File: src/rtl/rtsa_regs.svh
// constants for the tag identifier command block
`ifndef RTSA_REGS_SVH
`define RTSA_REGS_SVH
`define RTSA_CMD_RESET_READY 8'h26
`define RTSA_CMD_WRITE_AFI 8'h27
`define RTSA_CMD_LOCK_AFI 8'h28
`define RTSA_CMD_WRITE_DSFID 8'h29
`define RTSA_CMD_LOCK_DSFID 8'h2A
`define RTSA_ERR_OPTION 8'h03
`define RTSA_ERR_GENERIC 8'h0F
`define RTSA_ERR_ALREADY_LOCKED 8'h11
`define RTSA_ERR_LOCKED 8'h12
`define RTSA_ERR_PROG_FAIL 8'h13
`define RTSA_ERR_LOCK_FAIL 8'h14
`define RTSA_FLAG_ERROR_BIT 0
`define RTSA_FLAG_SELECT_BIT 4
`define RTSA_FLAG_ADDRESS_BIT 5
`define RTSA_FLAG_OPTION_BIT 6
`define RTSA_RESP_FLAGS_OK 8'h00
`define RTSA_RESP_FLAGS_ERR 8'h01
`define RTSA_AFI_RESET 8'h00
`define RTSA_DSFID_RESET 8'h00
// write cycle: nominal reply delay plus 18 periods of 302 us, in ns
`define RTSA_REPLY_DELAY_NS 320
`define RTSA_SLOT_NS 302000
`define RTSA_SLOT_COUNT 18
`define RTSA_CLK_NS 4
`define RTSA_WRITE_CYCLES ((`RTSA_REPLY_DELAY_NS + `RTSA_SLOT_COUNT * `RTSA_SLOT_NS) / `RTSA_CLK_NS)
`endif

File: src/rtl/rtsa_pkg.sv
// types for the tag identifier command block
package rtsa_pkg;
   typedef enum logic [4:0] {
      RTSA_IDLE = 5'b00001,
      RTSA_EXEC = 5'b00010,
      RTSA_PROG = 5'b00100,
      RTSA_DONE = 5'b01000,
      RTSA_RESP = 5'b10000
   } rtsa_state_t;
   typedef enum logic [2:0] {
      RTSA_PST_READY = 3'b001,
      RTSA_PST_SELECTED = 3'b010,
      RTSA_PST_QUIET = 3'b100
   } rtsa_proto_t;
endpackage : rtsa_pkg

File: src/rtl/rtsa_cmd_ctrl.sv
// command handler for reset to ready and identifier write/lock requests
`timescale 1ns/1ps
`default_nettype none
`include "rtsa_regs.svh"
module rtsa_cmd_ctrl
   import rtsa_pkg::*;
#(
   parameter int WRITE_CYCLES = `RTSA_WRITE_CYCLES,
   parameter logic OPTION_SUPPORTED = 1'b1
) (
   input wire logic core_clk,
   input wire logic rst_n,
   input wire logic req_valid,
   input wire logic [7:0] req_flags,
   input wire logic [7:0] req_cmd,
   input wire logic req_uid_present,
   input wire logic [63:0] req_uid,
   input wire logic [7:0] req_data,
   input wire logic req_data_present,
   input wire logic req_frame_err,
   input wire logic [63:0] own_uid,
   input wire logic nv_fail_inject,
   output logic busy,
   output logic resp_valid,
   output logic [7:0] resp_flags,
   output logic resp_has_err,
   output logic [7:0] resp_err_code,
   output logic [2:0] proto_state,
   output logic [7:0] afi_value,
   output logic [7:0] dsfid_value,
   output logic afi_locked,
   output logic dsfid_locked
);
   initial begin
      if (WRITE_CYCLES < 1) $error("rtsa_cmd_ctrl: WRITE_CYCLES must be at least 1");
   end

   // reset released through two flops
   logic rst_s1_q, rst_s2_q;
   always_ff @(posedge core_clk or negedge rst_n) begin
      if (!rst_n) begin
         rst_s1_q <= 1'b0;
         rst_s2_q <= 1'b0;
      end else begin
         rst_s1_q <= 1'b1;
         rst_s2_q <= rst_s1_q;
      end
   end
   logic rst_core_n;
   assign rst_core_n = rst_s2_q;

   // sequencer state and the latched request
   rtsa_state_t st_q, st_d;
   rtsa_proto_t pst_q, pst_d;
   logic [7:0] cmd_q, cmd_d, data_q, data_d;
   logic [7:0] err_q, err_d, rflags_q, rflags_d;
   logic reserr_q, reserr_d, rvalid_q, rvalid_d;
   logic nv_wr, nv_sel_dsfid, nv_lock, nv_ok, tmr_start, tmr_done;
   logic [7:0] afi_w, dsfid_w;
   logic afi_lk_w, dsfid_lk_w;

   // identifier cells with their lock bits
   rtsa_nv_store u_store (
      .core_clk(core_clk),
      .rst_n(rst_core_n),
      .wr_en(nv_wr),
      .sel_dsfid(nv_sel_dsfid),
      .lock_op(nv_lock),
      .wr_data(data_q),
      .fail_inject(nv_fail_inject),
      .ok(nv_ok),
      .afi(afi_w),
      .dsfid(dsfid_w),
      .afi_locked(afi_lk_w),
      .dsfid_locked(dsfid_lk_w)
   );

   // write cycle timer, one load per program or lock
   rtsa_wait_timer #(.CYCLES(WRITE_CYCLES)) u_timer (
      .core_clk(core_clk),
      .rst_n(rst_core_n),
      .start(tmr_start),
      .done(tmr_done)
   );

   // request decode helpers
   logic is_ours, addressed, uid_match, known_cmd, is_write, is_lock, tgt_dsfid;
   assign addressed = req_flags[`RTSA_FLAG_ADDRESS_BIT];
   // uid field optional; only compared when the request carries it
   assign uid_match = req_uid_present && (req_uid == own_uid);
   assign known_cmd = (req_cmd >= `RTSA_CMD_RESET_READY) && (req_cmd <= `RTSA_CMD_LOCK_DSFID);
   // an addressed request for another tag is dropped silently
   assign is_ours = known_cmd && (!addressed || uid_match);
   assign is_write = (cmd_q == `RTSA_CMD_WRITE_AFI) || (cmd_q == `RTSA_CMD_WRITE_DSFID);
   assign is_lock = (cmd_q == `RTSA_CMD_LOCK_AFI) || (cmd_q == `RTSA_CMD_LOCK_DSFID);
   assign tgt_dsfid = (cmd_q == `RTSA_CMD_WRITE_DSFID) || (cmd_q == `RTSA_CMD_LOCK_DSFID);

   // sequencer timing, counted from the edge that takes a request (e0)
   // e0: idle sees req_valid for this tag; command, data and intake checks latch
   // e0: busy rises with the same edge, so the reader holds off from e1 on
   // e1: exec decides; intake errors and reset to ready go straight to resp
   // e1: lock bits are read from the cells, not from the port mirrors
   // e1: a locked target answers at once without starting the write cycle
   // e1: otherwise the cell is written and the wait timer is loaded
   // e2 on: prog waits for the timer; the reply is held back all that time
   // the timer done pulse moves prog to done one edge later
   // done: the store's ok flag picks success or the lock or program failure code
   // done: success of a write or lock puts the tag back to ready
   // resp: one cycle; flags, error flag and code go out together next edge
   // resp: busy drops with the answer, so the next request may follow at once
   // an answer without a write cycle stands after e2; with one, after e(count+4)
   // a reset to ready without error always answers success with flags 00h
   // the error flag of the answer is bit 0 of the flags byte
   // hazards and limits
   // the cell changes at e1, long before the reply; a reader that modulates
   // during the cycle is not seen here, the far side must keep quiet itself
   // failure is modelled by the store keeping its old contents; a failed
   // lock leaves the lock bit clear so a later lock may still succeed
   // the store's ok flag is registered at the write edge and read in done,
   // so a later change of nv_fail_inject cannot alter the outcome
   // intake checks run in a fixed order: frame error, option, missing data;
   // only the first one that hits is reported, as a single code
   // addressed frames without a matching uid never leave idle, so no
   // error answer can reveal anything about another tag
   // unknown command codes are dropped in idle like foreign frames
   // requests seen while busy are ignored outright, not queued; the reader
   // side is expected to wait for busy low before it offers the next one
   // the command byte stays latched after the answer; decode helpers built
   // on it only matter while a command is in flight
   // the write cycle count is a parameter so that simulation can shorten it;
   // the default covers the nominal reply delay plus the eighteen periods
   // protocol state is only ever moved to ready here; select and quiet
   // belong to commands handled elsewhere in the tag
   // trade-off: one sequencer for all five commands saves area over one
   // per command, at the price of a shared error register
   // a cut frame arrives as req_frame_err and gets the generic code
   // no buffering: one request in flight, one answer; only the latched command, data, code and flags outlive it
   // the cell model resets to fixed values; a real array would keep them
   // command sequencer
   always_comb begin
      st_d = st_q;
      pst_d = pst_q;
      cmd_d = cmd_q;
      data_d = data_q;
      err_d = err_q;
      reserr_d = reserr_q;
      rflags_d = rflags_q;
      rvalid_d = 1'b0;
      nv_wr = 1'b0;
      nv_lock = is_lock;
      nv_sel_dsfid = tgt_dsfid;
      tmr_start = 1'b0;
      case (st_q)
         RTSA_IDLE: begin
            if (req_valid && is_ours) begin
               cmd_d = req_cmd;
               data_d = req_data;
               reserr_d = 1'b0;
               err_d = 8'h00;
               if (req_frame_err) begin
                  reserr_d = 1'b1;
                  err_d = `RTSA_ERR_GENERIC;
               end else if (req_flags[`RTSA_FLAG_OPTION_BIT] && !OPTION_SUPPORTED) begin
                  reserr_d = 1'b1;
                  err_d = `RTSA_ERR_OPTION;
               end else if ((req_cmd == `RTSA_CMD_WRITE_AFI ||
                             req_cmd == `RTSA_CMD_WRITE_DSFID) && !req_data_present) begin
                  reserr_d = 1'b1;
                  err_d = `RTSA_ERR_GENERIC;
               end
               st_d = RTSA_EXEC;
            end
         end
         RTSA_EXEC: begin
            if (reserr_q) begin
               st_d = RTSA_RESP;
            end else if (cmd_q == `RTSA_CMD_RESET_READY) begin
               pst_d = RTSA_PST_READY;
               st_d = RTSA_RESP;
            end else if (is_write && (tgt_dsfid ? dsfid_lk_w : afi_lk_w)) begin
               reserr_d = 1'b1;
               err_d = `RTSA_ERR_LOCKED;
               st_d = RTSA_RESP;
            end else if (is_lock && (tgt_dsfid ? dsfid_lk_w : afi_lk_w)) begin
               reserr_d = 1'b1;
               err_d = `RTSA_ERR_ALREADY_LOCKED;
               st_d = RTSA_RESP;
            end else begin
               // cells program now; reply held for the whole cycle
               nv_wr = 1'b1;
               tmr_start = 1'b1;
               st_d = RTSA_PROG;
            end
         end
         RTSA_PROG: begin
            if (tmr_done) begin
               st_d = RTSA_DONE;
            end
         end
         RTSA_DONE: begin
            // outcome decides success or failure code; only success goes back to ready
            if (!nv_ok) begin
               reserr_d = 1'b1;
               err_d = is_lock ? `RTSA_ERR_LOCK_FAIL : `RTSA_ERR_PROG_FAIL;
            end else begin
               pst_d = RTSA_PST_READY;
            end
            st_d = RTSA_RESP;
         end
         RTSA_RESP: begin
            rvalid_d = 1'b1;
            rflags_d = reserr_q ? `RTSA_RESP_FLAGS_ERR : `RTSA_RESP_FLAGS_OK;
            st_d = RTSA_IDLE;
         end
         default: st_d = RTSA_IDLE;
      endcase
   end

   // state registers only; every decision lives in the sequencer above
   always_ff @(posedge core_clk or negedge rst_core_n) begin
      if (!rst_core_n) begin
         st_q <= RTSA_IDLE;
         pst_q <= RTSA_PST_READY;
         cmd_q <= 8'h00;
         data_q <= 8'h00;
         err_q <= 8'h00;
         reserr_q <= 1'b0;
         rflags_q <= 8'h00;
         rvalid_q <= 1'b0;
      end else begin
         st_q <= st_d;
         pst_q <= pst_d;
         cmd_q <= cmd_d;
         data_q <= data_d;
         err_q <= err_d;
         reserr_q <= reserr_d;
         rflags_q <= rflags_d;
         rvalid_q <= rvalid_d;
      end
   end

   // registered outputs; mirror flops keep every port off logic
   logic [7:0] afi_o_q, dsfid_o_q, erro_q;
   logic afi_lk_o_q, dsfid_lk_o_q, busy_q, haserr_q;
   logic [7:0] afi_o_d, dsfid_o_d, erro_d;
   logic afi_lk_o_d, dsfid_lk_o_d, busy_d, haserr_d;
   // mirror next values; error code shown only in the answer cycle
   always_comb begin
      afi_o_d = afi_w;
      dsfid_o_d = dsfid_w;
      afi_lk_o_d = afi_lk_w;
      dsfid_lk_o_d = dsfid_lk_w;
      busy_d = (st_d != RTSA_IDLE);
      haserr_d = (st_q == RTSA_RESP) && reserr_q;
      erro_d = haserr_d ? err_q : 8'h00;
   end
   // mirror registers only
   always_ff @(posedge core_clk or negedge rst_core_n) begin
      if (!rst_core_n) begin
         afi_o_q <= 8'h00;
         dsfid_o_q <= 8'h00;
         afi_lk_o_q <= 1'b0;
         dsfid_lk_o_q <= 1'b0;
         busy_q <= 1'b0;
         haserr_q <= 1'b0;
         erro_q <= 8'h00;
      end else begin
         afi_o_q <= afi_o_d;
         dsfid_o_q <= dsfid_o_d;
         afi_lk_o_q <= afi_lk_o_d;
         dsfid_lk_o_q <= dsfid_lk_o_d;
         busy_q <= busy_d;
         haserr_q <= haserr_d;
         erro_q <= erro_d;
      end
   end

   assign busy = busy_q;
   assign resp_valid = rvalid_q;
   assign resp_flags = rflags_q;
   assign resp_has_err = haserr_q;
   assign resp_err_code = erro_q;
   assign proto_state = pst_q;
   assign afi_value = afi_o_q;
   assign dsfid_value = dsfid_o_q;
   assign afi_locked = afi_lk_o_q;
   assign dsfid_locked = dsfid_lk_o_q;
endmodule : rtsa_cmd_ctrl
`default_nettype wire

File: src/rtl/rtsa_wait_timer.sv
// down counter timing the non-volatile write cycle
`timescale 1ns/1ps
`default_nettype none
module rtsa_wait_timer #(
   parameter int CYCLES = 1359080
) (
   input wire logic core_clk,
   input wire logic rst_n,
   input wire logic start,
   output logic done
);
   localparam int W = $clog2(CYCLES + 1);
   logic [W-1:0] cnt_q, cnt_d;
   logic done_q, done_d;
   initial begin
      if (CYCLES < 1) $error("rtsa_wait_timer: CYCLES must be at least 1");
   end
   // load on start, pulse done when the count runs out
   always_comb begin
      cnt_d = cnt_q;
      done_d = 1'b0;
      if (start) begin
         cnt_d = W'(CYCLES);
      end else if (cnt_q != '0) begin
         cnt_d = cnt_q - 1'b1;
         done_d = (cnt_q == W'(1));
      end
   end
   always_ff @(posedge core_clk or negedge rst_n) begin
      if (!rst_n) begin
         cnt_q <= '0;
         done_q <= 1'b0;
      end else begin
         cnt_q <= cnt_d;
         done_q <= done_d;
      end
   end
   assign done = done_q;
endmodule : rtsa_wait_timer
`default_nettype wire

File: src/rtl/rtsa_nv_store.sv
// non-volatile identifier cells with lock bits, registered read data
`timescale 1ns/1ps
`default_nettype none
`include "rtsa_regs.svh"
module rtsa_nv_store (
   input wire logic core_clk,
   input wire logic rst_n,
   input wire logic wr_en,
   input wire logic sel_dsfid,
   input wire logic lock_op,
   input wire logic [7:0] wr_data,
   input wire logic fail_inject,
   output logic ok,
   output logic [7:0] afi,
   output logic [7:0] dsfid,
   output logic afi_locked,
   output logic dsfid_locked
);
   logic [7:0] afi_q, afi_d, dsfid_q, dsfid_d;
   logic afi_lk_q, afi_lk_d, dsfid_lk_q, dsfid_lk_d, ok_q, ok_d;
   // a failed program leaves the cell as it was
   always_comb begin
      afi_d = afi_q;
      dsfid_d = dsfid_q;
      afi_lk_d = afi_lk_q;
      dsfid_lk_d = dsfid_lk_q;
      ok_d = ok_q;
      if (wr_en) begin
         ok_d = !fail_inject;
         if (!fail_inject) begin
            if (lock_op && sel_dsfid) dsfid_lk_d = 1'b1;
            else if (lock_op) afi_lk_d = 1'b1;
            else if (sel_dsfid) dsfid_d = wr_data;
            else afi_d = wr_data;
         end
      end
   end
   always_ff @(posedge core_clk or negedge rst_n) begin
      if (!rst_n) begin
         afi_q <= `RTSA_AFI_RESET;
         dsfid_q <= `RTSA_DSFID_RESET;
         afi_lk_q <= 1'b0;
         dsfid_lk_q <= 1'b0;
         ok_q <= 1'b0;
      end else begin
         afi_q <= afi_d;
         dsfid_q <= dsfid_d;
         afi_lk_q <= afi_lk_d;
         dsfid_lk_q <= dsfid_lk_d;
         ok_q <= ok_d;
      end
   end
   assign afi = afi_q;
   assign dsfid = dsfid_q;
   assign afi_locked = afi_lk_q;
   assign dsfid_locked = dsfid_lk_q;
   assign ok = ok_q;
endmodule : rtsa_nv_store
`default_nettype wire

File: config.mk
export PLATFORM = sky130hd
export DESIGN_NAME = rtsa_cmd_ctrl
export DESIGN_NICKNAME = d
export VERILOG_FILES = /design/src/rtl/rtsa_pkg.sv /design/src/rtl/rtsa_cmd_ctrl.sv /design/src/rtl/rtsa_wait_timer.sv /design/src/rtl/rtsa_nv_store.sv
export VERILOG_INCLUDE_DIRS = /design/src /design/src/rtl
export SDC_FILE = /design/constraint.sdc
export NUM_CORES = 1
export LEC_CHECK = 0
export BUFFER_PORTS_ARGS = -buffer_cell sky130_fd_sc_hd__buf_4
export CAP_MARGIN = 25
export CORE_UTILIZATION = 48
export DETAILED_ROUTE_END_ITERATION = 8
export PLACE_DENSITY = 0.81
export SLEW_MARGIN = 30
export SYNTH_ARGS = -nofsm -noshare
export SYNTH_HDL_FRONTEND = slang
export SYNTH_SLANG_ARGS = --single-unit
File: constraint.sdc
create_clock -name core_clk -period 3.5 [get_ports core_clk]
set_input_delay 0.35 -clock core_clk [delete_from_list [all_inputs] [get_ports core_clk]]
set_output_delay 0.35 -clock core_clk [all_outputs]
set_load 0.1 [all_outputs]
== Yosys cells after proc, flatten, opt, wreduce, memory -nomap -nowiden ==
Cells that the tools add are included.

* Memory bits (writable): 0
* Memory bits (read-only): 0
* Bits in latches: 0
* Flip-flop bits (word level): 113
* Bits of input ports: 159
* Memories kept: 0
* Output and inout bits: 40

* Reductions and logical operators: 29
* Bitwise operators: 4
* Shifts and indexed selects: 0
* $add $sub $neg: 1
* Equal/unequal tests: 22
* Div/mod/pow operators: 0
* $mul: 0
* Order comparisons: 2
* Mux-type cells: 43

{| class="wikitable"
|+ Operator list
! cell !! number
|-
| 64-bit == test || 1
|-
| 8-bit by 6-bit == test with 1-bit output, second input constant || 7
|-
| 8-bit 2-to-1 mux || 7
|-
| 21-bit 2-to-1 mux || 2
|-
| 5-bit 2-to-1 mux || 6
|-
| 8-bit one-hot mux with 3 select lines || 1
|-
| 21-bit by 1-bit == test with 1-bit output, second input constant || 1
|-
| 21-bit nonzero test || 1
|-
| 21-bit by 1-bit subtractor with 21-bit output, second input constant || 1
|-
| 5-bit one-hot mux with 4 select lines || 1
|-
| 1-bit 2-to-1 mux || 18
|-
| 3-bit 2-to-1 mux || 4
|-
| 2-bit != test, second input constant || 5
|-
| 5-bit AND reduction || 2
|-
| 1-bit logical AND || 9
|-
| 8-bit by 6-bit >= comparator with 1-bit output, second input constant || 1
|-
| 8-bit by 6-bit less-or-equal comparator with 1-bit output, second input constant || 1
|-
| 4-bit 2-to-1 mux || 2
|-
| 4-bit AND reduction || 2
|-
| 3-bit one-hot mux with 2 select lines || 1
|-
| 3-bit AND reduction || 2
|-
| 6-bit AND reduction || 1
|-
| 5-bit by 1-bit == test with 1-bit output, second input constant || 1
|-
| 5-bit by 2-bit == test with 1-bit output, second input constant || 1
|-
| 13 further kinds || 23
|}

== Logic depth before layout (Yosys ltp) ==
Gate-level depths: netlist (run 1).

* Depth after elaboration: 10
* Gate-level depth with buffers: 9

== By module ==
From an unflattened synthesis (run 1), not the netlist that was laid out.

* Cells, all modules: 508
* Area total of the unflattened synthesis: 5444.0 um^2

{| class="wikitable"
|+ Modules (own cells, without submodules)
! module !! area an instance (um^2) !! times used !! sequential area each (um^2) !! cells each
|-
| rtsa_cmd_ctrl || 3449.6 || 1 || 1402.6 || 338
|-
| rtsa_wait_timer || 1258.7 || 1 || 550.5 || 127
|-
| rtsa_nv_store || 735.7 || 1 || 475.5 || 43
|}

== Worst setup path before layout (run 1) ==
OpenSTA, ideal clock, no wires.

* Path type: reg-to-reg
* Start point: reg cmd_q[2]
* End point: reg u_store.afi_q[0], in the netlist u_store.afi[0]
* Path buffers: 1
* Arrival time: 2446 ps
* Path slack: 930 ps
* Stages on the path, launching flop included: 10
* Library setup time: 125 ps
* Cells stage by stage: dfrtp_1 > nor2b_1 > a32o_1 > nand3_1 > o211ai_1 > a311o_1 > or2_1 > buf_2 > a211oi_4 > mux2_2

* Longest elaborated chain between the ends: 10
* Elaborated cells between the ends (all ways): 21

{| class="wikitable"
|+ Ends and longest elaborated chain
! what !! RTL line !! text
|-
| from (decl) || rtsa_cmd_ctrl.sv:55 || <nowiki>logic [7:0] cmd_q, cmd_d, data_q, data_d;</nowiki>
|-
| from (signal assigned) || rtsa_cmd_ctrl.sv:233 || <nowiki>cmd_q <= cmd_d;</nowiki>
|-
| 8-bit by 6-bit == test with 1-bit output (no line) || n/a ||
|-
| 1-bit logical OR || rtsa_cmd_ctrl.sv:96 || <nowiki>assign tgt_dsfid = (cmd_q == `RTSA_CMD_WRITE_DSFID) || (cmd_q == `RTSA_CMD_LOCK_DSFID);</nowiki>
|-
| 1-bit 2-to-1 mux || rtsa_cmd_ctrl.sv:180, rtsa_cmd_ctrl.sv:184 ||
|-
| 1-bit logical AND || rtsa_cmd_ctrl.sv:184 || <nowiki>end else if (is_lock && (tgt_dsfid ? dsfid_lk_w : afi_lk_w)) begin</nowiki>
|-
| 1-bit 2-to-1 mux || rtsa_cmd_ctrl.sv:184 ||
|-
| 1-bit 2-to-1 mux || rtsa_cmd_ctrl.sv:180 || <nowiki>end else if (is_write && (tgt_dsfid ? dsfid_lk_w : afi_lk_w)) begin</nowiki>
|-
| 1-bit 2-to-1 mux || rtsa_cmd_ctrl.sv:177 || <nowiki>end else if (cmd_q == `RTSA_CMD_RESET_READY) begin</nowiki>
|-
| 1-bit 2-to-1 mux || rtsa_cmd_ctrl.sv:175 || <nowiki>if (reserr_q) begin</nowiki>
|-
| 1-bit 2-to-1 mux || rtsa_cmd_ctrl.sv:153 || <nowiki>case (st_q)</nowiki>
|-
| 5-bit AND reduction (no line) (*) || n/a ||
|-
| to (signal assigned) || rtsa_nv_store.sv:40 || <nowiki>afi_q <= `RTSA_AFI_RESET;</nowiki>
|-
| to (signal assigned) || rtsa_nv_store.sv:46 || <nowiki>afi_q <= afi_d;</nowiki>
|-
| to (decl) || rtsa_nv_store.sv:19 || <nowiki>logic [7:0] afi_q, afi_d, dsfid_q, dsfid_d;</nowiki>
|}

Every way passes the cells marked *; elsewhere a longest branch is shown, timed or not.
A chain may end at the register's enable or synchronous reset.

== Worst setup path after layout (run 1) ==
* Start point: reg u_timer.cnt_q[5]
* End point: reg u_timer.cnt_q[9]

* Longest elaborated chain between the ends: 3
* Elaborated cells between the ends (all ways): 5

{| class="wikitable"
|+ Ends and longest elaborated chain
! what !! RTL line !! text
|-
| from (decl) || rtsa_wait_timer.sv:13 || <nowiki>logic [W-1:0] cnt_q, cnt_d;</nowiki>
|-
| from (signal assigned) || rtsa_wait_timer.sv:34 || <nowiki>cnt_q <= cnt_d;</nowiki>
|-
| 21-bit by 1-bit subtractor with 21-bit output || rtsa_wait_timer.sv:25 || <nowiki>cnt_d = cnt_q - 1'b1;</nowiki>
|-
| 21-bit 2-to-1 mux || rtsa_wait_timer.sv:24 || <nowiki>end else if (cnt_q != '0) begin</nowiki>
|-
| 21-bit 2-to-1 mux || rtsa_wait_timer.sv:22 || <nowiki>if (start) begin</nowiki>
|}

Parallel ways exist; a longest one is shown, timed or not. The select of a mux whose other input is x is not followed.

==> run_results.csv, run 1 <==
group,metric,value,unit
run_status,status,"complete, no violations",
clock_tree,clock_tree.buffer_depth,2,
floorplanning,fp-row-count,35,
sta,finalHoldViolCount,0,
logic_synthesis,post_synth_inst_count,404,
worst_setup_path,crit_required,3.73,ns
detailed_routing,drt-wirelength-per-cell,14.7,um
logic_synthesis,synth_seq_cells,97,
pwr,power_leakage,3.01,nW
floorplanning,core_region_area,0.00928,sq mm
logic_synthesis,netlist.area_leader.share,51.8,%
clock_tree,clock_latency,0.36,ns
placement,placed_standard_cell_area,0.00609,sq mm
logic_synthesis,mapped_avg_cell_area,11.5,sq um
global_routing,grt_usage,22.1,%
global_routing,grt_max_degree,71,
worst_setup_path,worst_path_largest_cell_delay,0.61,ns
global_routing,grt_pass1_wl,17.2,mm
worst_setup_path,worstRegToRegCells,8,
clock_tree,total_of_cells_resized_after_clock_tree_synthesis,0,
detailed_routing,post_drt_via_cell_ratio,4.98,
global_routing,globalRouteOverflowTotal,0,
sta,rsz_0062_raised_after_global_routing,"no",
detailed_routing,drcViolationCount,0,
final_layout,area.growth.synth_to_final,35.6,%
clock_tree,number_of_clock_buffers_inserted_by_tritoncts,9,
sta,highest_clock_rate,336,MHz
sta,finClkSkew,0.00788,ns
logic_synthesis,synth_edf_count,0,
final_layout,fin_cells,726,
worst_setup_path,crit_type,"register to register",
logic_synthesis,yosysUniqueCellTypes,51,
global_routing,antenna_violations_before_repair,0,
clock_tree,tritoncts,"built",
logic_synthesis,netlist_area,0.00463,sq mm
sta,final.min_clock_period,2.98,ns
logic_synthesis,synth_largest_area_cell,"sky130_fd_sc_hd__dfrtp_1",
final_layout,number_of_antenna_cells_inserted,0,
hold_path,hold_path_class,"primary input to register",
final_layout,layout.core_utilization,67.7,%
pwr,total_power,2.52,mW
sta,finalCritPeriodShare,85.1,%
logic_synthesis,synth.most_common_cell,"sky130_fd_sc_hd__dfrtp_1",
sta,tightest_slew,0.862,ns
clock_tree,cts_root_buf,"sky130_fd_sc_hd__clkbuf_8",
detailed_routing,routed_wl,10.7,mm
placement,dpl.cell_count,709,
clock_tree,cts_setup_buffers,0,
sta,setup_violations,0,
clock_tree,tritoncts_num_sinks,97,
logic_synthesis,postSynth.topFlopCell,"sky130_fd_sc_hd__dfrtp_1",
sta,finalMaxSlewViolations,0,
floorplanning,die_x,100,um
pwr,power_frac_seq,52.3,%
logic_synthesis,ys_top_cells_by_area,"sky130_fd_sc_hd__dfrtp_1, sky130_fd_sc_hd__xnor2_1, sky130_fd_sc_hd__mux2_2",
final_layout,final_design_area_no_fill,0.00628,sq mm
worst_setup_path,crit_slowest_cell,"sky130_fd_sc_hd__or4_1",
detailed_routing,ant_nets,0,
placement,place.detailed.hpwl,8.38,mm
placement,io_buffers,178,
pwr,pwr-share-clk,26.8,%
clock_tree,cts_max_level,3,
sta,setup_total_negative_slack,0,ns
clock_tree,postCtsHoldBufs,1,
pwr,power_per_cell_area,401,mW/mm^2
final_layout,final_net_count,753,
run,maxCapViolations,0,
logic_synthesis,synthTopCellsByCount,"sky130_fd_sc_hd__dfrtp_1, sky130_fd_sc_hd__xnor2_1, sky130_fd_sc_hd__mux2_2",
pwr,switching_share_of_power,30.3,%
logic_synthesis,asyncSetResetFlopFracSynth,100,%
worst_setup_path,cp.depth,8,
placement,place.gp.congestion,0.837,
detailed_routing,drt_iter0_drc,166,
global_routing,grt_pass1_vias,3639,
worst_setup_path,timing.critical_path.arrival,3.21,ns
logic_synthesis,synth.yosys.seq_area_share,52.4,%
detailed_routing,drtPass1Iterations,4,
floorplanning,chipHeight,100,um
final_layout,share_of_layout_cells_above_drive_strength_1,39.9,%
sta,worst_slew_margin_rel,42.5,%
floorplanning,die_area,0.0101,sq mm
worst_setup_path,cp_top_family,"simple AND/OR/NAND/NOR gates",
pwr,total_switching_power,0.762,mW
worst_setup_path,path_buf_inv,0,
logic_synthesis,yosys_warnings,0,
worst_setup_path,crit_path_cell_trace,"or4_1, nor4b_1, and2_1, nand4_2, nand3_1, nor3_1, xnor2_1, nor2_1",
hold_path,holdPathStages,2,
worst_setup_path,worstPathMaxFanout,11,
pwr,largest_vdd_supply_drop,0.000354,V
pwr,p_int,1.75,mW
clock_tree,clk_transition_reported_paths,0.10,ns
pwr,comb_power_share,20.9,%
detailed_routing,dr_total_vias,3617,
floorplanning,floorplan.initialDensity,49.9,%
worst_setup_path,setup.worst_path.start_class,"register",
floorplanning,floorplan.io_pins,199,
worst_setup_path,setup.worst_path.end_class,"register",
[power groups by stage]
stage / combinational, mW / clock [mW] / sequential, mW
after detailed placement: 0.526 / 0 / 1.34
after global routing: 0.572 / 0.742 / 1.33
after global placement: 0.507 / 0 / 1.33
after CTS: 0.529 / 0.690 / 1.31
after floorplan: 0.304 / 0 / 1.34
final: 0.527 / 0.674 / 1.32
[registers in the layout (all words and copies together), names as in the netlist, 5 cells and up]
signal and flops:
u_store.dsfid 8, afi_value 8, u_timer.cnt_q 21, resp_err_code 5, u_store.afi 8, cmd_q 8
dsfid_value 8, data_q 8, err_q 5, st_q 5
[final cells by class]
class / count / area (sq um)
Multi-Input combinational cell: 290 / 2090
Fill cell: 716 / 3000
Sequential cell: 97 / 2430
Clock inverter: 7 / 60.1
Timing Repair Buffer: 183 / 1380
Clock buffer: 9 / 124
Tap cell: 129 / 161
Inverter: 11 / 41.3
[metrics by stage]
| stage | worst slack (ns) | hold slack, ns |
|---|---|---|
| CTS | 0.526 | 0.208 |
| finish | 0.523 | 0.214 |
| detailed placement | 0.437 | 0.135 |
| floorplan | 0.600 | 0.0544 |
| global placement | 0.490 | 0.134 |
| global route | 0.275 | 0.205 |
[routing by layer]
| metal | GRT usage, % | wire length [um] |
|---|---|---|
| met1 | 27.7 | 4350 |
| met5 | 0 | 0 |
| met3 | 5.50 | 725 |
| met4 | 6.58 | 181 |
| met2 | 37.8 | 5440 |
[cell usage in the layout, fill, tap and decap left out, drive strengths merged, types with 5 or more instances in the layout]
cell / Yosys / layout
nor3: 11 / 11
inv: 11 / 15
nand2: 17 / 17
a21oi: 6 / 6
nand3: 14 / 14
xnor2: 55 / 55
clkbuf: 2 / 9
buf: 16 / 182
dfrtp: 96 / 96
or3: 5 / 5
nor4: 11 / 11
nand2b: 6 / 6
mux2: 34 / 34
conb: 2 / 14
o21ai: 12 / 12
nor2: 23 / 23
and2: 6 / 6
and3: 5 / 5
nand4: 14 / 14
xor2: 19 / 19
[worst paths after layout]
| path | from | endpoint | slack [ns] |
|---|---|---|---|
| setup / recovery | u_timer.cnt_q[5]$_DFFE_PN0P_ | u_timer.cnt_q[9]$_DFFE_PN0P_ | 0.52 |
| hold / removal | req_data[3] | data_q[3]$_DFFE_PN0P_ | 0.21 |
| setup reg to reg | u_timer.cnt_q[5]$_DFFE_PN0P_ | u_timer.cnt_q[9]$_DFFE_PN0P_ | 0.52 |
| hold reg to reg | rst_s1_q$_DFF_PN0_ | rst_core_n$_DFF_PN0_ | 0.36 |
| max in group asynchronous | rst_core_n$_DFF_PN0_ | u_timer.done$_DFF_PN0_ | 2.18 |
| min in group asynchronous | rst_n | rst_core_n$_DFF_PN0_ | 0.29 |
[cell families after synthesis]
family / count (synthesis) / synth area share, %
AO/OA/AOI/OAI: 38 / 5.62
XOR/XNOR: 74 / 14.0
adder cells (fa/ha/maj): 2 / 0.540
buffers and inverters: 29 / 3.54
flip-flops: 97 / 52.4
multiplexers: 35 / 8.48
other: 2 / 0.162
AND/OR/NAND/NOR: 127 / 15.3
Power figures use the tool's default switching activity.
==> run 2: changes to the inputs <==
Settings changed: CORE_UTILIZATION 48 to 49, PLACE_DENSITY 0.81 to 0.79, SYNTH_HIERARCHICAL from default to 1.
==> run_results.csv, run 2 <==
group,metric,value,unit
run_status,status,"finished, violations left",
run_status,failed_checks,"DRC",
global_routing,globalRouteOverflowTotal,0,
logic_synthesis,mapped_avg_cell_area,10.7,sq um
clock_tree,cts_setup_buffers,0,
detailed_routing,drt-wirelength-per-cell,16.3,um
final_layout,reg_with_most_ffs,"u_timer/cnt_q",
global_routing,globalRouteMet3Util,5.08,%
logic_synthesis,synthTopCellsByCount,"sky130_fd_sc_hd__dfrtp_1, sky130_fd_sc_hd__xnor2_1, sky130_fd_sc_hd__nand2b_1",
worst_setup_path,setup.worst_path.end_class,"register",
clock_tree,postCtsHoldBufs,1,
sta,worst_slew_margin_rel,49.7,%
detailed_routing,post_drt_via_cell_ratio,5.42,
sta,finClkSkew,0.0129,ns
logic_synthesis,yosysUniqueCellTypes,72,
pwr,switching_share_of_power,27.4,%
worst_setup_path,timing.critical_path.arrival,3.11,ns
sta,setup_ws_final,0.639,ns
floorplanning,floorplan.initialDensity,50.2,%
placement,io_buffers,178,
pwr,pwr-share-clk,31.9,%
global_routing,grt_pass1_wl,22.0,mm
logic_synthesis,ys_top_cells_by_area,"sky130_fd_sc_hd__dfrtp_1, sky130_fd_sc_hd__xnor2_1, sky130_fd_sc_hd__nand2b_1",
clock_tree,clock_tree.buffer_depth,2,
pwr,power_frac_seq,51.6,%
pwr,comb_power_share,16.5,%
global_routing,antenna_violations_before_repair,0,
clock_tree,cts_max_level,3,
clock_tree,cts_root_buf,"sky130_fd_sc_hd__clkbuf_8",
global_routing,grt_usage,25.1,%
worst_setup_path,worstPathMaxFanout,8,
floorplanning,die_area,0.0115,sq mm
pwr,total_switching_power,0.601,mW
global_routing,grt_util_met2,45.3,%
clock_tree,number_of_clock_buffers_inserted_by_tritoncts,9,
detailed_routing,dr_total_vias,4540,
final_layout,final_net_count,855,
sta,setup_total_negative_slack,0,ns
sta,final.min_clock_period,2.86,ns
worst_setup_path,setup.worst_path.start_class,"register",
clock_tree,clock_latency,0.37,ns
logic_synthesis,synth.most_common_cell,"sky130_fd_sc_hd__dfrtp_1",
final_layout,fillerInstances,870,
clock_tree,tritoncts,"built",
final_layout,layout.core_utilization,65.3,%
logic_synthesis,postSynth.topFlopCell,"sky130_fd_sc_hd__dfrtp_1",
logic_synthesis,netlist.area_leader.share,44.1,%
run,maxCapViolations,0,
floorplanning,die_x,107,um
placement,place_worst_setup_slack,0.733,ns
final_layout,number_of_antenna_cells_inserted,0,
final_layout,most-common-layout-cells,"sky130_fd_sc_hd__buf_4, sky130_fd_sc_hd__dfrtp_1, sky130_fd_sc_hd__xnor2_1",
global_routing,grt_max_degree,44,
detailed_routing,routed_wl,13.7,mm
pwr,power_leakage,3.30,nW
sta,finalCritPeriodShare,81.8,%
final_layout,largest_register_ff_count,21,
hold_path,holdPathStages,2,
floorplanning,core_region_area,0.0108,sq mm
pwr,power_per_cell_area,309,mW/mm^2
final_layout,share_of_layout_cells_above_drive_strength_1,36.0,%
global_routing,grt_pass1_vias,4715,
placement,place.detailed.hpwl,11.3,mm
detailed_routing,ant_nets,0,
clock_tree,tritoncts_num_sinks,97,
sta,finalMaxSlewViolations,0,
sta,setup_violations,0,
pwr,total_power,2.19,mW
final_layout,area.growth.synth_to_final,30.1,%
logic_synthesis,synth_largest_area_cell,"sky130_fd_sc_hd__dfrtp_1",
sta,highest_clock_rate,349,MHz
logic_synthesis,post_synth_inst_count,508,
pwr,largest_vdd_supply_drop,0.000223,V
detailed_routing,drt_iter0_drc,198,
worst_setup_path,crit_required,3.75,ns
floorplanning,chipHeight,107,um
logic_synthesis,netlist_area,0.00544,sq mm
pwr,p_int,1.59,mW
worst_setup_path,worstRegToRegCells,7,
placement,placed_standard_cell_area,0.00688,sq mm
global_routing,top_usage_layer,"met2",
sta,tightest_slew,0.754,ns
clock_tree,total_of_cells_resized_after_clock_tree_synthesis,0,
logic_synthesis,asyncSetResetFlopFracSynth,100,%
final_layout,mostFrequentLayoutCell,"sky130_fd_sc_hd__buf_4",
detailed_routing,drcViolationCount,2,
final_layout,final_design_area_no_fill,0.00708,sq mm
detailed_routing,drtPass1Iterations,6,
global_routing,met1_usage,28.4,%
final_layout,fin_cells,838,
clock_tree,clk_transition_reported_paths,0.10,ns
logic_synthesis,synth_seq_cells,97,
sta,finalHoldViolCount,0,
placement,dpl.cell_count,821,
logic_synthesis,synth.yosys.seq_area_share,44.6,%
worst_setup_path,crit_type,"register to register",
sta,rsz_0062_raised_after_global_routing,"no",
hold_path,hold_path_class,"primary input to register",
placement,place.gp.congestion,0.949,
sta,worst_hold_slack,0.193,ns
logic_synthesis,yosys_warnings,6,
logic_synthesis,synth_edf_count,0,
floorplanning,floorplan.io_pins,199,
floorplanning,fp-row-count,38,
run 2: logic make-up (layout without fill, tap and decap cells):
family | count (synthesis) | after routing | share of synthesized area (%)
and+or+nand+nor | 216 | 216 | 25.3
DFF | 97 | 97 | 44.6
xor gates and xnor gates | 61 | 61 | 9.81
AOI/OAI and AO/OA | 57 | 57 | 7.75
buffers and inverters | 39 | 217 | 4.32
muxes | 33 | 33 | 7.40
adders and majority gates | 3 | 3 | 0.690
other | 2 | 14 | 0.138
run 2: power groups by stage:
| stage | Combinational [mW] | Clock, mW | Sequential [mW] |
|---|---|---|---|
| final | 0.362 | 0.700 | 1.13 |
| after global routing | 0.388 | 0.768 | 1.13 |
| after CTS | 0.363 | 0.727 | 1.13 |
| after detailed placement | 0.361 | 0 | 1.15 |
| after global placement | 0.347 | 0 | 1.16 |
| after floorplan | 0.178 | 0 | 1.16 |
run 2: worst max-delay path: stages, from the launching register on:
cell                       delay, ns
sky130_fd_sc_hd__dfrtp_1        0.44
sky130_fd_sc_hd__nand2b_1       0.24
sky130_fd_sc_hd__o21ai_0        0.36
sky130_fd_sc_hd__a221oi_2       0.17
sky130_fd_sc_hd__nor2b_1        0.22
sky130_fd_sc_hd__and2_1         0.30
sky130_fd_sc_hd__nor4b_4        0.60
sky130_fd_sc_hd__mux2_2         0.41
run 2: path summary, 6_finish.rpt:
check | startpoint | to | slack [ns]
setup / recovery | cmd_q[2]$_DFFE_PN0P_ | u_store/afi[2]$_DFFE_PN0P_ | 0.64
hold / removal | req_flags[5] | st_q[1]$_DFF_PN0_ | 0.19
setup reg to reg | cmd_q[2]$_DFFE_PN0P_ | u_store/afi[2]$_DFFE_PN0P_ | 0.64
hold reg to reg | rst_core_n$_DFF_PN0_ | err_q[3]$_DFFE_PN0P_ | 0.31
max in group asynchronous | rst_core_n$_DFF_PN0_ | cmd_q[3]$_DFFE_PN0P_ | 2.59
min in group asynchronous | rst_n | rst_s1_q$_DFF_PN0_ | 0.30
run 2: metal layers:
metal  share of wire [%]  wire, um  up-vias
met1                  39      5340     2173
met2                  52      7150      172
met4                 3.2       438        0
li1                    -         -     2168
met3                 5.4       745       27
met5                   0         0        -
run 2: layout make-up:
class,instances,area [sq um],area share (%)
repair buffers,183,1390,19.6
inverters,18,67.6,0.954
clock buffers,10,138,1.94
clock inverters,6,56.3,0.795
well taps,140,175,2.47
multi-input cells,384,2830,39.9
flip-flops and latches,97,2430,34.3
==> run 3: changes to the inputs <==
Clock period 3.5 ns to 2.7 ns, I/O delays scaled along.
==> run_results.csv, run 3 (synthesis results as in run 2) <==
group,metric,value,unit
worst_setup_path,crit_required,2.96,ns
detailed_routing,dr.max_layer_used,"met4",
global_routing,grt_pass1_vias,4595,
hold_path,hold_path_class,"primary input to register",
floorplanning,chipHeight,107,um
worst_setup_path,worstRegToRegCells,7,
pwr,total_power,2.87,mW
worst_setup_path,path_buf_inv,0,
sta,finalCritPeriodShare,93.2,%
sta,setup_violations,0,
worst_setup_path,setup.worst_path.end_class,"register",
clock_tree,cts_root_buf,"sky130_fd_sc_hd__clkbuf_8",
sta,finClkSkew,0.00773,ns
clock_tree,number_of_clock_buffers_inserted_by_tritoncts,9,
worst_setup_path,cp_top_family,"simple AND/OR/NAND/NOR gates",
floorplanning,core_region_area,0.0108,sq mm
global_routing,globalRouteOverflowTotal,0,
hold_path,holdPathStages,2,
worst_setup_path,cp.depth,7,
sta,worst_slew_margin_rel,63.3,%
final_layout,number_of_antenna_cells_inserted,0,
sta,rsz_0062_raised_after_global_routing,"no",
final_layout,multi_input_area,0.00283,sq mm
worst_setup_path,setup.worst_path.start_class,"register",
detailed_routing,drcViolationCount,3,
detailed_routing,dr_total_vias,4462,
detailed_routing,post_drt_via_cell_ratio,5.31,
floorplanning,die_x,107,um
placement,place.detailed.hpwl,11.3,mm
floorplanning,die_area,0.0115,sq mm
pwr,p_int,2.05,mW
sta,worst_hold_slack,0.134,ns
final_layout,share_of_layout_cells_above_drive_strength_1,36.1,%
hold_path,min-delay-start,"req_data[4]",
sta,setup_total_negative_slack,0,ns
worst_setup_path,worst_path_largest_cell_delay,0.48,ns
sta,finalMaxSlewViolations,0,
run_status,failed_checks,"DRC",
hold_path,worst_hold_path.endpoint,"data_q[4]$_DFFE_PN0P_",
final_layout,final_net_count,857,
clock_tree,cts_max_level,3,
sta,final.min_clock_period,2.52,ns
run_status,status,"finished, violations left",
worst_setup_path,worstReg2RegStart,"cmd_q[0]$_DFFE_PN0P_",
detailed_routing,dr_wl_met2,7.20,mm
sta,highest_clock_rate,397,MHz
sta,setup_ws_final,0.184,ns
pwr,largest_vdd_supply_drop,0.000265,V
floorplanning,floorplan.initialDensity,50.2,%
detailed_routing,routed_wl,13.8,mm
detailed_routing,dr_wl_met3,756,um
clock_tree,clock_latency,0.36,ns
floorplanning,floorplan.io_pins,199,
global_routing,grt_max_degree,58,
final_layout,mostFrequentLayoutCell,"sky130_fd_sc_hd__buf_4",
placement,io_buffers,178,
worst_setup_path,crit_slowest_cell,"sky130_fd_sc_hd__dfrtp_1",
detailed_routing,detail_route.wirelength.met1,5.51,mm
final_layout,largest_register_ff_count,21,
floorplanning,fp-row-count,38,
pwr,power_per_cell_area,402,mW/mm^2
worst_setup_path,reg2reg_setup_slack,0.18,ns
pwr,power_frac_seq,51.1,%
final_layout,fillerInstances,855,
pwr,total_switching_power,0.814,mW
global_routing,antenna_violations_before_repair,0,
placement,placed_standard_cell_area,0.00691,sq mm
clock_tree,clk_transition_reported_paths,0.11,ns
worst_setup_path,r2r-end,"u_store/dsfid[4]$_DFFE_PN0P_",
detailed_routing,drtPass1Iterations,6,
pwr,power_leakage,3.32,nW
detailed_routing,ant_nets,0,
final_layout,most-common-layout-cells,"sky130_fd_sc_hd__buf_4, sky130_fd_sc_hd__dfrtp_1, sky130_fd_sc_hd__xnor2_1",
run,maxCapViolations,0,
clock_tree,tritoncts_num_sinks,97,
pwr,switching_share_of_power,28.4,%
final_layout,area.growth.synth_to_final,30.9,%
detailed_routing,drt-wirelength-per-cell,16.4,um
global_routing,grt_pass1_wl,22.1,mm
clock_tree,clock_tree.buffer_depth,2,
pwr,pwr-share-clk,32.6,%
final_layout,final_design_area_no_fill,0.00713,sq mm
final_layout,seqCellArea,0.00243,sq mm
worst_setup_path,crit_path_cell_trace,"xnor2_1, o21ai_0, a221oi_2, nor2b_1, and2_1, and4bb_2, mux2_2",
placement,place.gp.congestion,0.923,
worst_setup_path,worstPathMaxFanout,8,
global_routing,grt_usage,25.1,%
worst_setup_path,crit_type,"register to register",
final_layout,reg_with_most_ffs,"u_timer/cnt_q",
worst_setup_path,timing.critical_path.arrival,2.77,ns
clock_tree,tritoncts,"built",
sta,tightest_slew,0.548,ns
pwr,comb_power_share,16.3,%
detailed_routing,drt_iter0_drc,217,
placement,place_worst_setup_slack,0.193,ns
sta,finalHoldViolCount,0,
## run 3: changes by cell type in the layout (fill, tap and decap cells not counted)
cell                         delta
sky130_fd_sc_hd__buf_4          +1
sky130_fd_sc_hd__clkbuf_8       -1
sky130_fd_sc_hd__clkinvlp_4     -1
sky130_fd_sc_hd__inv_6          -1
sky130_fd_sc_hd__buf_12         +1
sky130_fd_sc_hd__clkinv_4       +1
sky130_fd_sc_hd__clkinv_8       +3
sky130_fd_sc_hd__inv_8          -1
## run 3: what timing repair did
action	CTS	global route
hold buffers	1	0
setup endpoints to repair	0	0
hold endpoints to repair	2	0
buffers inserted	0	0
gates resized for setup	0	0
## run 3: power groups by stage
stage               combinational [mW]  sequential [mW]  clock, mW
floorplan                        0.231             1.50          0
global placement                 0.463             1.49          0
detailed placement               0.467             1.49          0
CTS                              0.469             1.47      0.956
global route                     0.502             1.47       1.02
finish                           0.468             1.46      0.933
## run 3: worst reg2reg max path, delay by kind of cell, from the launching register on
kind             cells  cell delay [ns]
flip-flops           1             0.48
multiplexers         1             0.38
XOR/XNOR             1             0.19
AO/OA/AOI/OAI        2             0.49
AND/OR/NAND/NOR      3             0.89
## run 3: how the worst max path moves through the flow
stage	startpoint	to	slack (ns)
finish	cmd_q[0]$_DFFE_PN0P_	u_store/dsfid[4]$_DFFE_PN0P_	0.18
global route	cmd_q[0]$_DFFE_PN0P_	u_store/afi[6]$_DFFE_PN0P_	0.05
CTS	cmd_q[0]$_DFFE_PN0P_	u_store/dsfid[4]$_DFFE_PN0P_	0.19
detailed placement	cmd_q[0]$_DFFE_PN0P_	u_store/dsfid[4]$_DFFE_PN0P_	0.19
global placement	cmd_q[0]$_DFFE_PN0P_	u_store/dsfid[3]$_DFFE_PN0P_	0.31
floorplan	cmd_q[2]$_DFFE_PN0P_	u_store/afi[0]$_DFFE_PN0P_	0.32
## run 3: stage by stage
stage / cells / utilization, %
after CTS: 840 / 65.7
after global placement: 823 / 63.7
after floorplan: 520 / -
after detailed placement: 823 / 63.7
final: 840 / 65.7
after global routing: 840 / 65.7
## run 3: layer usage
layer	track usage [%]	vias up
li1	-	2178
met1	30.1	2099
met2	45.1	163
met3	5.02	22
met4	8.32	0
met5	0	-
## run 3: layout make-up
type	instances	area share (%)
Clock inverter	7	1.21
Sequential cell	97	34.1
Timing Repair Buffer	185	19.9
Clock buffer	9	1.74
Multi-Input combinational cell	384	39.6
Tap cell	140	2.46
Inverter	18	0.948
